**src/shared/swdt_regs.svh**
```systemverilog
// timing constants and field values for the system watchdog
// assumes sys_clk at 100 MHz; included by bare name
`ifndef SWDT_REGS_SVH
`define SWDT_REGS_SVH
`define SWDT_CLK_HZ        100000000
`define SWDT_SEC_PER_MIN   60
`define SWDT_TICK_W        8
`define SWDT_TICK_MIN      8'h01
`define SWDT_TICK_MAX      8'hFF
`define SWDT_TICK_RST      8'hFF
`define SWDT_UNIT_SEC      1'b0
`define SWDT_UNIT_MIN      1'b1
`define SWDT_RST_PULSE     16
`endif

```
**src/shared/swdt_pkg.sv**
```systemverilog
// types for the system watchdog
// assumes nothing beyond a SystemVerilog compiler
package swdt_pkg;
  typedef enum logic [2:0] {
    SWDT_OP_NONE  = 3'b000,
    SWDT_OP_INIT  = 3'b001,
    SWDT_OP_SET   = 3'b010,
    SWDT_OP_START = 3'b011,
    SWDT_OP_KICK  = 3'b100,
    SWDT_OP_STOP  = 3'b101
  } swdt_op_type;
  typedef enum logic [1:0] {
    SWDT_ST_UNINIT  = 2'b00,
    SWDT_ST_STOPPED = 2'b01,
    SWDT_ST_RUNNING = 2'b10,
    SWDT_ST_FIRING  = 2'b11
  } swdt_state_type;
endpackage : swdt_pkg

```
**src/rtl/swdt_prescaler.sv**
```systemverilog
// time base: one-cycle pulse per second and per minute
// assumes clk_en gates all state; clear restarts both phases
module swdt_prescaler #(
  parameter int unsigned SEC_CYCLES = 100000000,
  parameter int unsigned SEC_PER_MIN = 60
) (
  input  wire logic sys_clk,
  input  wire logic rst,
  input  wire logic clk_en,
  input  wire logic clear,
  output logic      sec_tick,
  output logic      min_tick
);
  logic [31:0] cyc_r;
  logic [7:0]  sec_r;

  always_ff @(posedge sys_clk) begin
    if (rst || (clk_en && clear)) begin
      cyc_r    <= 32'h0;
      sec_r    <= 8'h0;
      sec_tick <= 1'b0;
      min_tick <= 1'b0;
    end else if (clk_en) begin
      sec_tick <= 1'b0;
      min_tick <= 1'b0;
      if (cyc_r == 32'(SEC_CYCLES - 1)) begin
        cyc_r    <= 32'h0;
        sec_tick <= 1'b1;
        if (sec_r == 8'(SEC_PER_MIN - 1)) begin
          sec_r    <= 8'h0;
          min_tick <= 1'b1;
        end else begin
          sec_r <= sec_r + 8'h01;
        end
      end else begin
        cyc_r <= cyc_r + 32'h1;
      end
    end
  end
endmodule : swdt_prescaler

```
**src/rtl/swdt_core.sv**
```systemverilog
// system watchdog: operation port, countdown and system reset output
// assumes op_valid comes from logic on sys_clk; no synchroniser needed
// Summary of operation
// - timeout tick count is one to 255; zero is invalid
// - unit zero makes each tick one second long
// - unit one makes each tick one minute long
// - start begins the countdown from the programmed timeout at once
// - countdown expiry asserts the whole-system reset output
// - kick reloads the countdown with the last programmed timeout
// - stop halts counting; no expiry until started again
// - every operation reports success or failure
`include "swdt_regs.svh"
module swdt_core #(
  parameter int unsigned SEC_CYCLES  = `SWDT_CLK_HZ,
  parameter int unsigned RST_CYCLES  = `SWDT_RST_PULSE
) (
  input  wire logic                    sys_clk,
  input  wire logic                    rst,
  input  wire logic                    clk_en,
  input  wire logic                    op_valid,
  input  wire swdt_pkg::swdt_op_type   op_code,
  input  wire logic [`SWDT_TICK_W-1:0] op_tick,
  input  wire logic                    op_unit,
  output logic                         op_done_r,
  output logic                         op_ok_r,
  output logic                         running_r,
  output logic                         sys_reset_r
);
  swdt_pkg::swdt_state_type    state_r;
  swdt_pkg::swdt_state_type    state_nxt;
  logic [`SWDT_TICK_W-1:0]     tick_cfg_r;
  logic                        unit_cfg_r;
  logic [`SWDT_TICK_W-1:0]     count_r;
  logic [15:0]                 fire_r;
  logic                        sec_tick;
  logic                        min_tick;
  logic                        unit_tick;
  logic                        expire;
  logic                        op_ok_nxt;
  logic                        reload;

  // restart the time base on every reload so each tick is a full unit
  swdt_prescaler #(
    .SEC_CYCLES  (SEC_CYCLES),
    .SEC_PER_MIN (`SWDT_SEC_PER_MIN)
  ) u_prescaler (
    .sys_clk  (sys_clk),
    .rst      (rst),
    .clk_en   (clk_en),
    .clear    (reload),
    .sec_tick (sec_tick),
    .min_tick (min_tick)
  );

  assign unit_tick = (unit_cfg_r == `SWDT_UNIT_MIN) ? min_tick : sec_tick;
  assign expire    = (state_r == swdt_pkg::SWDT_ST_RUNNING) && unit_tick
                     && (count_r == 8'h01);

  // operation acceptance; anything before initialise fails
  always_comb begin
    state_nxt = state_r;
    op_ok_nxt = 1'b0;
    reload    = 1'b0;
    if (expire) begin
      state_nxt = swdt_pkg::SWDT_ST_FIRING;
    end
    if (op_valid) begin
      case (op_code)
        swdt_pkg::SWDT_OP_INIT: begin
          if (state_r != swdt_pkg::SWDT_ST_FIRING) begin
            state_nxt = swdt_pkg::SWDT_ST_STOPPED;
            op_ok_nxt = 1'b1;
          end
        end
        swdt_pkg::SWDT_OP_SET: begin
          op_ok_nxt = (state_r != swdt_pkg::SWDT_ST_UNINIT)
                      && (state_r != swdt_pkg::SWDT_ST_FIRING)
                      && (op_tick != 8'h00);
        end
        swdt_pkg::SWDT_OP_START: begin
          if (state_r == swdt_pkg::SWDT_ST_STOPPED
              || state_r == swdt_pkg::SWDT_ST_RUNNING) begin
            state_nxt = swdt_pkg::SWDT_ST_RUNNING;
            reload    = 1'b1;
            op_ok_nxt = 1'b1;
          end
        end
        swdt_pkg::SWDT_OP_KICK: begin
          // a kick in the expiry cycle still rescues the system
          if (state_r == swdt_pkg::SWDT_ST_RUNNING) begin
            state_nxt = swdt_pkg::SWDT_ST_RUNNING;
            reload    = 1'b1;
            op_ok_nxt = 1'b1;
          end
        end
        swdt_pkg::SWDT_OP_STOP: begin
          if (state_r == swdt_pkg::SWDT_ST_STOPPED
              || state_r == swdt_pkg::SWDT_ST_RUNNING) begin
            state_nxt = swdt_pkg::SWDT_ST_STOPPED;
            op_ok_nxt = 1'b1;
          end
        end
        default: begin
          op_ok_nxt = 1'b0;
        end
      endcase
    end
  end

  always_ff @(posedge sys_clk) begin
    if (rst) begin
      state_r <= swdt_pkg::SWDT_ST_UNINIT;
    end else if (clk_en) begin
      if (state_r == swdt_pkg::SWDT_ST_FIRING && fire_r == 16'h0001) begin
        state_r <= swdt_pkg::SWDT_ST_UNINIT;
      end else begin
        state_r <= state_nxt;
      end
    end
  end

  // timeout configuration held across stop and start
  always_ff @(posedge sys_clk) begin
    if (rst) begin
      tick_cfg_r <= `SWDT_TICK_RST;
      unit_cfg_r <= `SWDT_UNIT_SEC;
    end else if (clk_en && op_valid && op_code == swdt_pkg::SWDT_OP_SET && op_ok_nxt) begin
      tick_cfg_r <= op_tick;
      unit_cfg_r <= op_unit;
    end
  end

  // countdown: loads the full count, so each reload grants tick_cfg whole units
  always_ff @(posedge sys_clk) begin
    if (rst) begin
      count_r <= `SWDT_TICK_RST;
    end else if (clk_en) begin
      if (reload) begin
        count_r <= tick_cfg_r;
      end else if (state_r == swdt_pkg::SWDT_ST_RUNNING && unit_tick
                   && count_r != 8'h00) begin
        count_r <= count_r - 8'h01;
      end
    end
  end

  // system reset pulse of fixed length
  always_ff @(posedge sys_clk) begin
    if (rst) begin
      fire_r      <= 16'h0000;
      sys_reset_r <= 1'b0;
    end else if (clk_en) begin
      if (state_nxt == swdt_pkg::SWDT_ST_FIRING && state_r == swdt_pkg::SWDT_ST_RUNNING) begin
        fire_r      <= 16'(RST_CYCLES);
        sys_reset_r <= 1'b1;
      end else if (fire_r != 16'h0000) begin
        fire_r      <= fire_r - 16'h0001;
        sys_reset_r <= (fire_r != 16'h0001);
      end
    end
  end

  // answer to each operation, one cycle after it is taken
  always_ff @(posedge sys_clk) begin
    if (rst) begin
      op_done_r <= 1'b0;
      op_ok_r   <= 1'b0;
      running_r <= 1'b0;
    end else if (clk_en) begin
      op_done_r <= op_valid;
      op_ok_r   <= op_valid && op_ok_nxt;
      running_r <= (state_nxt == swdt_pkg::SWDT_ST_RUNNING);
    end
  end

  kick_ok_a: assert property (@(posedge sys_clk) disable iff (rst)
    clk_en && op_valid && op_code == swdt_pkg::SWDT_OP_KICK
    && state_r == swdt_pkg::SWDT_ST_RUNNING
    |=> count_r == $past(tick_cfg_r) && op_ok_r)
    else $error("kick did not reload the count");
  zero_tick_a: assert property (@(posedge sys_clk) disable iff (rst)
    clk_en && op_valid && op_code == swdt_pkg::SWDT_OP_SET && op_tick == 8'h00
    |=> op_done_r && !op_ok_r && $stable(tick_cfg_r))
    else $error("zero tick count was accepted");
  start_run_a: assert property (@(posedge sys_clk) disable iff (rst)
    clk_en && op_valid && op_code == swdt_pkg::SWDT_OP_START
    && state_r == swdt_pkg::SWDT_ST_STOPPED
    |=> running_r && count_r == $past(tick_cfg_r))
    else $error("start did not begin the countdown");
  stop_quiet_a: assert property (@(posedge sys_clk) disable iff (rst)
    state_r == swdt_pkg::SWDT_ST_STOPPED |-> !sys_reset_r && !running_r)
    else $error("stopped watchdog is running or firing");
  // init, start, kick and stop all take priority over an expiry in the same cycle
  expire_fire_a: assert property (@(posedge sys_clk) disable iff (rst)
    clk_en && expire && !(op_valid && op_code == swdt_pkg::SWDT_OP_KICK)
    && !(op_valid && op_code == swdt_pkg::SWDT_OP_STOP)
    && !(op_valid && op_code == swdt_pkg::SWDT_OP_INIT)
    && !(op_valid && op_code == swdt_pkg::SWDT_OP_START)
    |=> sys_reset_r)
    else $error("expiry did not raise system reset");
  // a start taken right behind the initialise may legally raise running_r
  init_stop_a: assert property (@(posedge sys_clk) disable iff (rst)
    clk_en && op_valid && op_code == swdt_pkg::SWDT_OP_INIT
    && state_r != swdt_pkg::SWDT_ST_FIRING
    |=> !running_r
    ##1 (!running_r || $past(op_valid && op_code == swdt_pkg::SWDT_OP_START)))
    else $error("initialise left the watchdog running");
  op_answer_a: assert property (@(posedge sys_clk) disable iff (rst)
    clk_en && op_valid |=> op_done_r)
    else $error("operation got no answer");
  uninit_fail_a: assert property (@(posedge sys_clk) disable iff (rst)
    clk_en && op_valid && state_r == swdt_pkg::SWDT_ST_UNINIT
    && op_code != swdt_pkg::SWDT_OP_INIT |=> !op_ok_r)
    else $error("operation before initialise succeeded");
  unit_sel_a: assert property (@(posedge sys_clk) disable iff (rst)
    state_r == swdt_pkg::SWDT_ST_RUNNING && unit_cfg_r == `SWDT_UNIT_MIN
    && sec_tick && !min_tick && !reload |=> $stable(count_r))
    else $error("minute unit counted a second");
endmodule : swdt_core

```
**config.mk**
```make
export PLATFORM = sky130hd
export DESIGN_NAME = swdt_core
export DESIGN_NICKNAME = d
export VERILOG_FILES = /design/src/shared/swdt_pkg.sv /design/src/rtl/swdt_prescaler.sv /design/src/rtl/swdt_core.sv
export VERILOG_INCLUDE_DIRS = /design/src /design/src/shared
export SDC_FILE = /design/constraint.sdc
export NUM_CORES = 1
export LEC_CHECK = 0
export BUFFER_PORTS_ARGS = -buffer_cell sky130_fd_sc_hd__buf_2
export CORE_UTILIZATION = 50
export DETAILED_ROUTE_END_ITERATION = 8
export PLACE_DENSITY_LB_ADDON = 0.2
export SETUP_SLACK_MARGIN = 0.05
export SYNTH_ARGS = -nofsm -noshare
export SYNTH_HDL_FRONTEND = slang
export SYNTH_SLANG_ARGS = --single-unit
export TNS_END_PERCENT = 30
```
**constraint.sdc**
```tcl
create_clock -name sys_clk -period 3.65 [get_ports sys_clk]
set_input_delay 0.5475 -clock sys_clk [delete_from_list [all_inputs] [get_ports sys_clk]]
set_output_delay 0.5475 -clock sys_clk [all_outputs]
set_load 0.05 [all_outputs]
```
==> Word level (Yosys, flattened, before mapping) <==
Cells that the tools add are included.
{ "word_totals": {"regBits": 81, "input_bits": 16, "word_cells": 84} }
{ "classes": {"add_sub_neg": 4, "n_eq_ne": 16, "mux": 27, "reduce_logical": 24} }
{ "ops": {"columns": ["op", "n"], "rows": [
  ["32-bit by 1-bit adder with 32-bit output, second input constant", 1],
  ["32-bit by 27-bit == test with 1-bit output, second input constant", 1],
  ["16-bit two-way mux", 2],
  ["32-bit two-way mux", 1],
  ["8-bit two-way mux", 3],
  ["16-bit by 1-bit == test with 1-bit output, second input constant", 1],
  ["16-bit by 1-bit inequality test with 1-bit output, second input constant", 1],
  ["16-bit nonzero test", 1],
  ["8-bit nonzero test", 2],
  ["16-bit by 1-bit subtractor with 16-bit output, second input constant", 1],
  ["2-bit two-way mux", 7],
  ["1-bit logical AND", 12],
  ["1-bit two-way mux", 11],
  ["8-bit by 1-bit adder with 8-bit output, second input constant", 1],
  ["2-bit == test, second input constant", 4],
  ["8-bit by 1-bit == test with 1-bit output, second input constant", 1],
  ["8-bit by 6-bit == test with 1-bit output, second input constant", 1],
  ["2-bit case mux with 4 select lines", 1],
  ["8-bit by 1-bit subtractor with 8-bit output, second input constant", 1],
  ["3-bit by 2-bit == test with 1-bit output, second input constant", 2],
  ["3-bit == test, second input constant", 2],
  ["2-bit AND reduction", 3],
  ["2-bit nonzero test", 3],
  ["1-bit case mux with 4 select lines", 1],
  ["6 further kinds", 7]
]} }

==> Logic depth before layout (Yosys ltp) <==
Gate-level depths: netlist (run 1).
{ "depth": {"depth_word": 11, "mapped_depth": 8} }

==> Cells and area by module <==
Synthesis (run 1) repeated with hierarchy kept, for this count alone.
{ "unflattened": {"hier_cells": 516, "area_unflattened_um2": 4416.7} }
{ "by_module_without_submodules": {"columns": ["mod", "instances", "cells_per_inst", "area_per_inst_um2", "seq_area_each_um2"], "rows": [
  ["swdt_core", 1, 270, 2308.5, 780.7],
  ["swdt_prescaler", 1, 246, 2108.3, 840.8]
]} }

==> Least setup slack after synthesis (run 1) <==
Ideal clock, no wire load.
{ "synth_path": {"path_type": "input-to-reg", "startpoint": "input clk_en", "endpoint": "register u_prescaler.cyc_r[31]", "setup_ps": 70, "arrival_ps": 2153, "required_time_ps": 3580, "setup_slack_ps": 1427, "path_stages": 7, "cell_sequence": "buf_2 and4_1 nand3_1 or3_1 clkbuf_1 or4_1 a21oi_1"} }
{ "synth_via": {"elab_chain_cells": 2} }
{ "synth_rtl": {"columns": ["element", "line_no", "text"], "rows": [
  ["start, declared", "swdt_core.sv:19", "input wire logic clk_en,"],
  ["1-bit logical AND", "swdt_prescaler.sv:18", "if (rst || (clk_en && clear)) begin"],
  ["1-bit logical OR", "swdt_prescaler.sv:18", null],
  ["end signal, assigned", "swdt_prescaler.sv:36", "cyc_r <= cyc_r + 32'h1;"],
  ["end, declared", "swdt_prescaler.sv:14", "logic [31:0] cyc_r;"]
]} }
Parallel ways exist; a longest one is shown, timed or not.
A chain may end at the register's enable or synchronous reset.

==> Worst setup path after layout (run 1) <==
{ "layout_path": {"startpoint": "register count_r[1]", "endpoint": "register fire_r[1]"} }
{ "layout_via": {"elab_chain_cells": 10} }
{ "layout_rtl": {"columns": ["element", "line_no", "text"], "rows": [
  ["start, declared", "swdt_core.sv:33", "logic [`SWDT_TICK_W-1:0] count_r;"],
  ["start signal, assigned", "swdt_core.sv:136", "count_r <= `SWDT_TICK_RST;"],
  ["start signal, assigned", "swdt_core.sv:139", "count_r <= tick_cfg_r;"],
  ["start signal, assigned", "swdt_core.sv:142", "count_r <= count_r - 8'h01;"],
  ["8-bit by 1-bit == test with 1-bit output *", "swdt_core.sv:57", "&& (count_r == 8'h01);"],
  ["1-bit logical AND *", "swdt_core.sv:57", null],
  ["2-bit two-way mux *", "swdt_core.sv:64", "if (expire) begin"],
  ["2-bit two-way mux (on tied branches)", null, null],
  ["2-bit case mux with 4 select lines", "swdt_core.sv:68", "case (op_code)"],
  ["2-bit two-way mux *", "swdt_core.sv:67", "if (op_valid) begin"],
  ["2-bit == test *", "swdt_core.sv:153", "if (state_nxt == swdt_pkg::SWDT_ST_FIRING && state_r == swdt_pkg::SWDT_ST_RUNNING) begin"],
  ["1-bit logical AND *", "swdt_core.sv:153", null],
  ["2-bit nonzero test (no line)", null, null],
  ["2-bit AND reduction (no line)", null, null],
  ["end signal, assigned", "swdt_core.sv:154", "fire_r <= 16'(RST_CYCLES);"],
  ["end signal, assigned", "swdt_core.sv:157", "fire_r <= fire_r - 16'h0001;"],
  ["end, declared", "swdt_core.sv:34", "logic [15:0] fire_r;"]
]} }
Mark *: on every way between the ends. The rest lies on a longest branch, timed or not.

==> metrics, run 1 <==
status finished clean; clock period minus final worst setup slack between 2 and 3 ns; RR Endpoint fire_r[1]; clock root buffer clkbuf_8; FF-to-FF setup slack 0.95 ns; hold_buf cts 0; vias per cell approximately 5.9; largest net degree at the start of global routing 32; fin crit share around 74%; GRT overflow 0; Setup TNS 0 ns; insertion delay to the later sink of the worst-skew pair between 0.3 and 0.4 ns; Placer Congestion 0.897; diode count 0; vias in the first global route between 3000 and 4000; top cells by area, synth dfxtp_1, nor2_1, xnor2_1; Worst Path Arrival slightly below 3 ns; slew of the pin with the lowest slew margin 1.11 ns; cts bufs inserted 9; htree depth 3; Critical path buffers and inverters 1; clock sink total just over 80; share of layout cells above drive strength 1 between 8 and 9%; leading area contributor after synthesis dfxtp_1; Reg2Reg Depth 7; Core Rows 33; sequential area share after synthesis a little under two fifths; Slew Viols, Final 0; commonest non-fill, non-tap cells in the layout dfxtp_1, nor2_1, nand2_1; pwr dens around 430 mW/mm^2; min-delay src running_r; critical path fanouts, max 14; ANT nets after route 0; EDFF count, synth 0; GR Util All Layers a little over a fifth; peak supply drop 0.193 mV; Fin. Hold Viols 0; DR pass1 iterations 4; via count 3694; CTS tree built; Top FF cell, synth dfxtp_1; post-placement cell count a little over 600; worst hold stages 2; Mapped Cells around 500; die width around 94 microns; Max clock buf depth 2; Clock transition at path regs about 0.08 ns; Core Area 0.00826 sq mm; port buffer count 19; Detailed Place HPWL 6.28 mm; syn_nets between 500 and 600; Final Skew approximately 0.0079 ns; post-cts resize count 0; initial antenna violation count 0; WP data required a little under 4 ns; Cell Area, Synth about 0.0043 sq mm; CP endpoint kind flip-flop; Setup CP Type reg2reg; most common cell after layout, fill and taps aside dfxtp_1; asr flop ratio synth 0%; unique cell type count in the Yosys netlist 62; sequence of cells on the critical path inv_1, ha_1, or4b_1, nor4b_1, a2bb2oi_1, a41o_1, o32ai_1; Final setup viols 0; Post-CTS Setup Inserts 0; die height 94.5 microns; share of the synthesized area in the top cell type 37.9%; CP startpoint kind flip-flop; DRC 0; num ports 20; r2r startpoint count_r[1]; P_leak around 1.6 nW; RSZ-0062 raised after global routing no; 1st-iter DRT viols 163; Hold Crit Class reg2reg; global-route wire length before repair between 15 and 20 mm; drt total wl 8.95 mm; Crit path max-delay family compound AO/OA/AOI/OAI gates; max-cap violations 0; Synth Area per Inst 8.37 sq um; final cell count without fillers between 600 and 700; nets roughly 550; die area ~0.0089 sq mm; Hold EP running_r; slowest cell on the critical path a41o_1; Routed wire per std cell ~14 microns; synthesis-stage register bit count approximately 80; P&R area growth vs syn 6.70%; Worst slew margin between 20% and 30%; synth warn 0; Critical Path Max Stage Delay ~0.57 ns; Fmax roughly 370 MHz; Initial Util between 50% and 60%
==> worst max-delay path by stage <==
stage | start | to | cells past startpoint
final | count_r[1] | fire_r[1] | 7
after global routing | count_r[1] | fire_r[1] | 7
after CTS | count_r[1] | fire_r[1] | 7
after detailed placement | count_r[1] | fire_r[1] | 7
after global placement | count_r[1] | fire_r[1] | 7
after floorplan | clk_en | u_prescaler.cyc_r[31] | 7
==> report_power, final <==
group          switching [mW]  leakage, nW  internal, mW
combinational           0.297        0.838         0.183
sequential             0.0464        0.656         0.932
clock                   0.289       0.0737         0.230
==> logic make-up (layout without fill, tap and decap cells) <==
| family | after synthesis | count (layout) | synth area share (%) |
|---|---|---|---|
| buf+inv | 42 | 52 | 4.01 |
| mux | 13 | 13 | 3.07 |
| simple gates | 234 | 234 | 30.1 |
| compound gates | 94 | 94 | 14.2 |
| flops | 81 | 81 | 37.9 |
| fa+ha+maj | 12 | 12 | 3.51 |
| xor+xnor | 35 | 35 | 7.17 |
==> state kept, by name, indices dropped and copies added (netlist names), 2 cells and up <==
name and count:
tick_cfg_r 8, count_r 8, state_r 2, u_prescaler.cyc_r 32, fire_r 16, u_prescaler.sec_r 8
==> worst reg2reg max path, cell delays in order, from the launching register on <==
cell and delay (ns):
dfxtp_1 0.33, inv_1 0.10, ha_1 0.14, or4b_1 0.42
nor4b_1 0.46, a2bb2oi_1 0.42, a41o_1 0.57, o32ai_1 0.13
==> synthesized netlist by cell type (all sizes together) (2+ instances only) <==
master / instances
nand2b: 9
and3: 9
o21ai: 19
nand3b: 3
a31oi: 5
nand2: 32
xnor2: 24
or4b: 2
and4: 6
nor4b: 3
inv: 17
o221ai: 2
ha: 12
nor2b: 3
buf: 8
nand3: 20
o31ai: 8
o22ai: 4
or4: 14
a21oi: 30
o21a: 2
xor2: 11
mux2i: 12
nand4: 18
nor2: 62
a211oi: 4
a311o: 3
nor3: 8
dfxtp: 81
or3: 14
o211ai: 3
and2: 6
clkbuf: 17
nor4: 19
==> routing by layer <==
metal / vias up / GRT usage (%) / share of wire, %
li1: 1881 / - / -
met1: 1740 / 29.4 / 50
met2: 60 / 34.1 / 45
met3: 13 / 3.22 / 3.0
met4: 0 / 7.70 / 1.7
met5: - / 0 / 0
==> per-stage QoR <==
step                      worst slack [ns]  utilization [%]  hold slack, ns  area (sq um)  power [mW]
after floorplan                       1.43                -           0.448          4280        1.38
after global placement                1.08             53.6           0.454          4430        1.46
after detailed placement             0.995             53.6           0.461          4430        1.47
after CTS                            0.962             55.3           0.466          4560        2.00
after global routing                 0.779             55.3           0.477          4560        2.10
final                                0.946             55.3           0.473          4560        1.98
==> cell type report <==
cell class | instances | area [sq um]
sequential | 81 | 1620
fill | 791 | 3690
clock buffer | 10 | 128
timing repair buffer | 23 | 125
tap | 105 | 131
inverter | 17 | 63.8
multi-input combinational | 388 | 2480
clock inverter | 2 | 10.0
(Power assumes the default switching activity.)
==> run 2: changes to the inputs <==
==> constraint.sdc (replaced) <==
create_clock -name sys_clk -period 2.45 [get_ports sys_clk]
set_input_delay 0.3675 -clock sys_clk [delete_from_list [all_inputs] [get_ports sys_clk]]
set_output_delay 0.3675 -clock sys_clk [all_outputs]
set_load 0.05 [all_outputs]
==> metrics, run 2 (same netlist as run 1, synthesis figures left out) <==
commonest non-fill, non-tap cells in the layout dfxtp_1, nor2_1, nand2_1; vias per cell 5.84 (-0.97%); vias in the first global route 3471 (+0.40%); die height 94.5 microns (unchanged); max FFs per register 32 (unchanged); initial antenna violation count 0 (unchanged); die width 94.5 microns (unchanged); Routed wire per std cell 14.1 microns (-1.6%); sequence of cells on the critical path or4_4, or4_1, or3_2, o22ai_1, a21oi_1; drt total wl 9.10 mm (+1.6%); via count 3775 (+2.2%); fin crit share 93.8% (+20 points); Final Skew 0.00743 ns (-0.000464 ns); die area 0.00893 sq mm (unchanged); Core Rows 33 (unchanged); RSZ-0062 raised after global routing no; FF-to-FF setup slack 0.15 ns (-0.79 ns); critical path fanouts, max 7 (-7); P_leak 1.68 nW (+7.0%); hold_buf cts 0 (unchanged); PnR worst setup slack 0.153 ns (-0.793 ns); r2r startpoint fire_r[8]; Detailed Place HPWL 6.44 mm (+2.6%); hold slack 0.283 ns (-0.190 ns); clock period minus final worst setup slack 2.30 ns (-0.407 ns); Worst slew margin 56.4% (+30 points); P&R area growth vs syn 12.4%; Largest regs u_prescaler.cyc_r: 32 flops, fire_r: 16 flops; largest net degree at the start of global routing 32 (unchanged); share of layout cells above drive strength 1 12.9% (+4.3 points); clock root buffer clkbuf_8; clock sink total 81 (unchanged); Setup CP Type reg2reg; Hold Crit Class in2reg; CP startpoint kind flip-flop; DRC 0 (unchanged); GRT overflow 0 (unchanged); Final setup viols 0 (unchanged); nets 564 (+2.9%); CTS tree built; Clock transition at path regs 0.08 ns (about the same); DR pass1 iterations 4 (unchanged); fillers 789 (-0.25%); Max clock buf depth 2 (unchanged); Reg2Reg Depth 5 (-2); dpl ws 0.0525 ns (-0.942 ns); CP endpoint kind flip-flop; Fmax 435 MHz (+18%); Worst Path Arrival 2.51 ns (-0.40 ns); end of the critical path sys_reset_r; Fin. Hold Viols 0 (unchanged); most common cell after layout, fill and taps aside dfxtp_1; max-cap violations 0 (unchanged); Final Util 58.2% (+2.9 points); insertion delay to the later sink of the worst-skew pair 0.34 ns (about the same); Initial Util 51.8% (unchanged); ANT nets after route 0 (unchanged); Core Area 0.00826 sq mm (unchanged); peak supply drop 0.338 mV (+75%); port buffer count 19 (unchanged); 1st-iter DRT viols 177 (+8.6%); cts bufs inserted 9 (unchanged); slew of the pin with the lowest slew margin 0.654 ns (-0.451 ns); slowest cell on the critical path or4_4; CP startpoint fire_r[8]; GR Util All Layers 22.1% (+0.69 points); num ports 20 (unchanged); diode count 0 (unchanged); status finished clean; Setup TNS 0 ns (unchanged); global-route wire length before repair 15.8 mm (+1.8%); Most flops, register u_prescaler.cyc_r; Slew Viols, Final 0 (unchanged); pwr dens 668 mW/mm^2 (+54%); Critical Path Max Stage Delay 0.58 ns (about the same); htree depth 3 (unchanged); Post-CTS Setup Inserts 0 (unchanged); RR Endpoint sys_reset_r; WP data required 2.66 ns (-1.20 ns); Placer Congestion 0.853 (-4.9%)
run 2: cell count changes in the layout (fill, tap and decap cells not counted), sizes merged:
cell | before | now
buf | 23 | 39
bufinv | 0 | 1
clkbuf | 10 | 11
clkinvlp | 0 | 2
run 2: worst min-delay path by stage:
stage                          start          to  slack [ns]  cells past startpoint
after global placement     op_done_r   op_done_r        0.45                      2
after global routing         op_unit  unit_cfg_r        0.29                      3
after CTS                    op_unit  unit_cfg_r        0.27                      3
final                        op_unit  unit_cfg_r        0.28                      3
after detailed placement   running_r   running_r        0.46                      2
after floorplan           unit_cfg_r  unit_cfg_r        0.45                      2
run 2: power by group:
group          switching [mW]  internal, mW  leakage, nW
logic                   0.459         0.320        0.926
clock network           0.474         0.496       0.0953
registers              0.0711          1.39        0.656
total                    1.00          2.20         1.68
run 2: what timing repair did:
item                                    CTS  global route
endpoints found under the setup margin    2            31
resized for setup                         1             6
pin swaps                                 0             0
run 2: cell type report:
type | count | area [sq um] | share of cell area (%)
Clock inverter | 5 | 55.1 | 1.15
Timing Repair Buffer | 39 | 270 | 5.62
Multi-Input combinational cell | 388 | 2520 | 52.5
Clock buffer | 11 | 141 | 2.94
Tap cell | 105 | 131 | 2.73
Sequential cell | 81 | 1620 | 33.7
Inverter | 17 | 63.8 | 1.33
run 2: stage by stage:
step / std cells / cell area (sq um) / power, mW
final: 646 / 4810 / 3.21
after global routing: 646 / 4810 / 3.42
after CTS: 646 / 4770 / 3.20
after detailed placement: 630 / 4570 / 2.23
after global placement: 630 / 4570 / 2.22
after floorplan: 511 / 4280 / 2.06
run 2: critical path, delay by kind of cell (launching register included):
| kind | cells | cell delay (ns) |
|---|---|---|
| AO/OA/AOI/OAI | 2 | 0.19 |
| flip-flops | 1 | 0.36 |
| AND/OR/NAND/NOR | 3 | 1.62 |
run 2: per-layer routing:
layer  vias to the layer above  wire (microns)  GRT usage [%]
li1                       1918               -              -
met1                      1807            4520           29.7
met2                        38            4240           35.8
met3                        12             223           3.30
met4                         0             117           8.59
met5                         -               0              0
==> run 3: changes to the inputs <==
--- a/config.mk
+++ b/config.mk
@@ -7,10 +7,10 @@
 export NUM_CORES = 1
 export LEC_CHECK = 0
 export BUFFER_PORTS_ARGS = -buffer_cell sky130_fd_sc_hd__buf_2
-export CORE_UTILIZATION = 50
+export CORE_UTILIZATION = 36
 export DETAILED_ROUTE_END_ITERATION = 8
 export PLACE_DENSITY_LB_ADDON = 0.2
-export SETUP_SLACK_MARGIN = 0.05
+export SETUP_SLACK_MARGIN = 0.15
 export SYNTH_ARGS = -nofsm -noshare
 export SYNTH_HDL_FRONTEND = slang
 export SYNTH_SLANG_ARGS = --single-unit
==> metrics, run 3 (same netlist as run 1, synthesis figures left out) <==
Clock transition at path regs 0.06 ns (-0.02 ns); num ports 20 (unchanged); clock root buffer clkbuf_16; Core Area 0.0115 sq mm (+39%); DRC 4 (+4); P_leak 1.76 nW (+4.8%); Detailed Place HPWL 6.75 mm (+4.8%); Worst Path Arrival 2.39 ns (-0.12 ns); Final Skew 0.00419 ns (-0.00324 ns); post-placement cell count 672 (+6.7%); Largest regs u_prescaler.cyc_r: 32 flops, fire_r: 16 flops; die height 111 microns (+17%); die width 111 microns (+17%); dpl ws 0.0573 ns (+0.00486 ns); diode count 0 (unchanged); insertion delay to the later sink of the worst-skew pair 0.34 ns (about the same); port buffer count 19 (unchanged); Final Util 43.6% (-15 points); CP startpoint kind flip-flop; largest net degree at the start of global routing 32 (unchanged); slew of the pin with the lowest slew margin 0.660 ns (+0.00574 ns); initial antenna violation count 0 (unchanged); vias in the first global route 3630 (+4.6%); 1st-iter DRT viols 203 (+15%); Slew Viols, Final 0 (unchanged); nets 570 (+1.1%); hold slack 0.299 ns (+0.0154 ns); cts bufs inserted 9 (unchanged); commonest non-fill, non-tap cells in the layout dfxtp_1, nor2_1, nand2_1; Placer Congestion 0.863 (+1.2%); status complete, but fails checks; GRT overflow 0 (unchanged); Worst slew margin 56.0% (-0.38 points); global-route wire length before repair 16.8 mm (+6.0%); most common cell after layout, fill and taps aside dfxtp_1; clock period minus final worst setup slack 2.19 ns (-0.104 ns); Max clock buf depth 2 (unchanged); fin crit share 89.5% (-4.2 points); Routed wire per std cell 14.2 microns (+1.1%); Initial Util 37.1% (-15 points); pwr dens 700 mW/mm^2 (+4.8%); max-cap violations 0 (unchanged); min-delay src op_unit; max FFs per register 32 (unchanged); Hold Crit Class in2reg; PnR worst setup slack 0.257 ns (+0.104 ns); CTS tree built; htree depth 3 (unchanged); clock sink total 81 (unchanged); peak supply drop 0.361 mV (+6.9%); Core Rows 39 (+18%); DR pass1 iterations 8 (+4); Setup TNS 0 ns (unchanged); WP data required 2.65 ns (about the same); Fin. Hold Viols 0 (unchanged); Most flops, register u_prescaler.cyc_r; final cell count without fillers 687 (+6.3%); CP endpoint kind flip-flop; vias per cell 5.49 (-6.1%); CP startpoint fire_r[8]; critical path fanouts, max 7 (unchanged); failing checks design-rule violations; ANT nets after route 0 (unchanged); Fmax 456 MHz (+4.7%); die area 0.0123 sq mm (+38%); Final setup viols 0 (unchanged); RSZ-0062 raised after global routing yes; drt total wl 9.78 mm (+7.5%); P&R area growth vs syn 17.3%; share of layout cells above drive strength 1 15.4% (+2.5 points); via count 3771 (-0.11%); GR Util All Layers 16.8% (-5.3 points); Setup CP Type reg2reg; r2r startpoint fire_r[8]
[run 3: changes by cell type in the layout (fill, tap and decap cells not counted), sizes merged]
| cell | delta |
|---|---|
| buf | +6 |
| clkinvlp | -2 |
| bufinv | -1 |
| clkbuf | +1 |
| clkinv | -1 |
[run 3: report_power, final]
| part | internal (mW) | total, mW | leakage (nW) | switching (mW) |
|---|---|---|---|---|
| clock network | 0.696 | 1.20 | 0.124 | 0.506 |
| logic | 0.365 | 0.845 | 0.977 | 0.480 |
| registers | 1.39 | 1.46 | 0.657 | 0.0737 |
| total | 2.45 | 3.51 | 1.76 | 1.06 |
[run 3: final timing paths]
kind / to / slack, ns / cells past startpoint
hold reg to reg: u_prescaler.sec_tick / 0.48 / 2
setup / recovery: sys_reset_r / 0.26 / 5
setup reg to reg: sys_reset_r / 0.26 / 5
hold / removal: unit_cfg_r / 0.30 / 3
[run 3: final cells by class]
class,count,area [sq um]
Tap cell,143,179
Fill cell,1169,6500
Clock inverter,1,5.00
Sequential cell,81,1620
Timing Repair Buffer,45,315
Inverter,17,63.8
Clock buffer,12,246
Multi-Input combinational cell,388,2590
[run 3: per-stage QoR]
step | total power [mW] | cell area, sq um
after global routing | 3.72 | 5020
after global placement | 2.23 | 4640
after CTS | 3.46 | 4900
after floorplan | 2.06 | 4280
after detailed placement | 2.24 | 4640
final | 3.51 | 5020
[run 3: what timing repair did]
action,4_1_cts,5_1_grt
gates resized for setup,3,19
setup endpoints to repair,33,62
hold buffers,0,0
buffers inserted,0,2
pin swaps,0,5
[run 3: critical path: stages (launching register included)]
cell     delay (ns)
dfxtp_1        0.35
or4_4          0.58
or4_4          0.51
or3_2          0.43
o22ai_1        0.12
a21oi_1        0.08
[run 3: metal layers]
| metal | track usage (%) | up-vias | part of all wire, % |
|---|---|---|---|
| met3 | 5.03 | 10 | 3.8 |
| li1 | - | 1929 | - |
| met2 | 27.9 | 51 | 46 |
| met4 | 5.48 | 0 | 1.2 |
| met1 | 20.8 | 1781 | 49 |
| met5 | 0 | - | 0 |
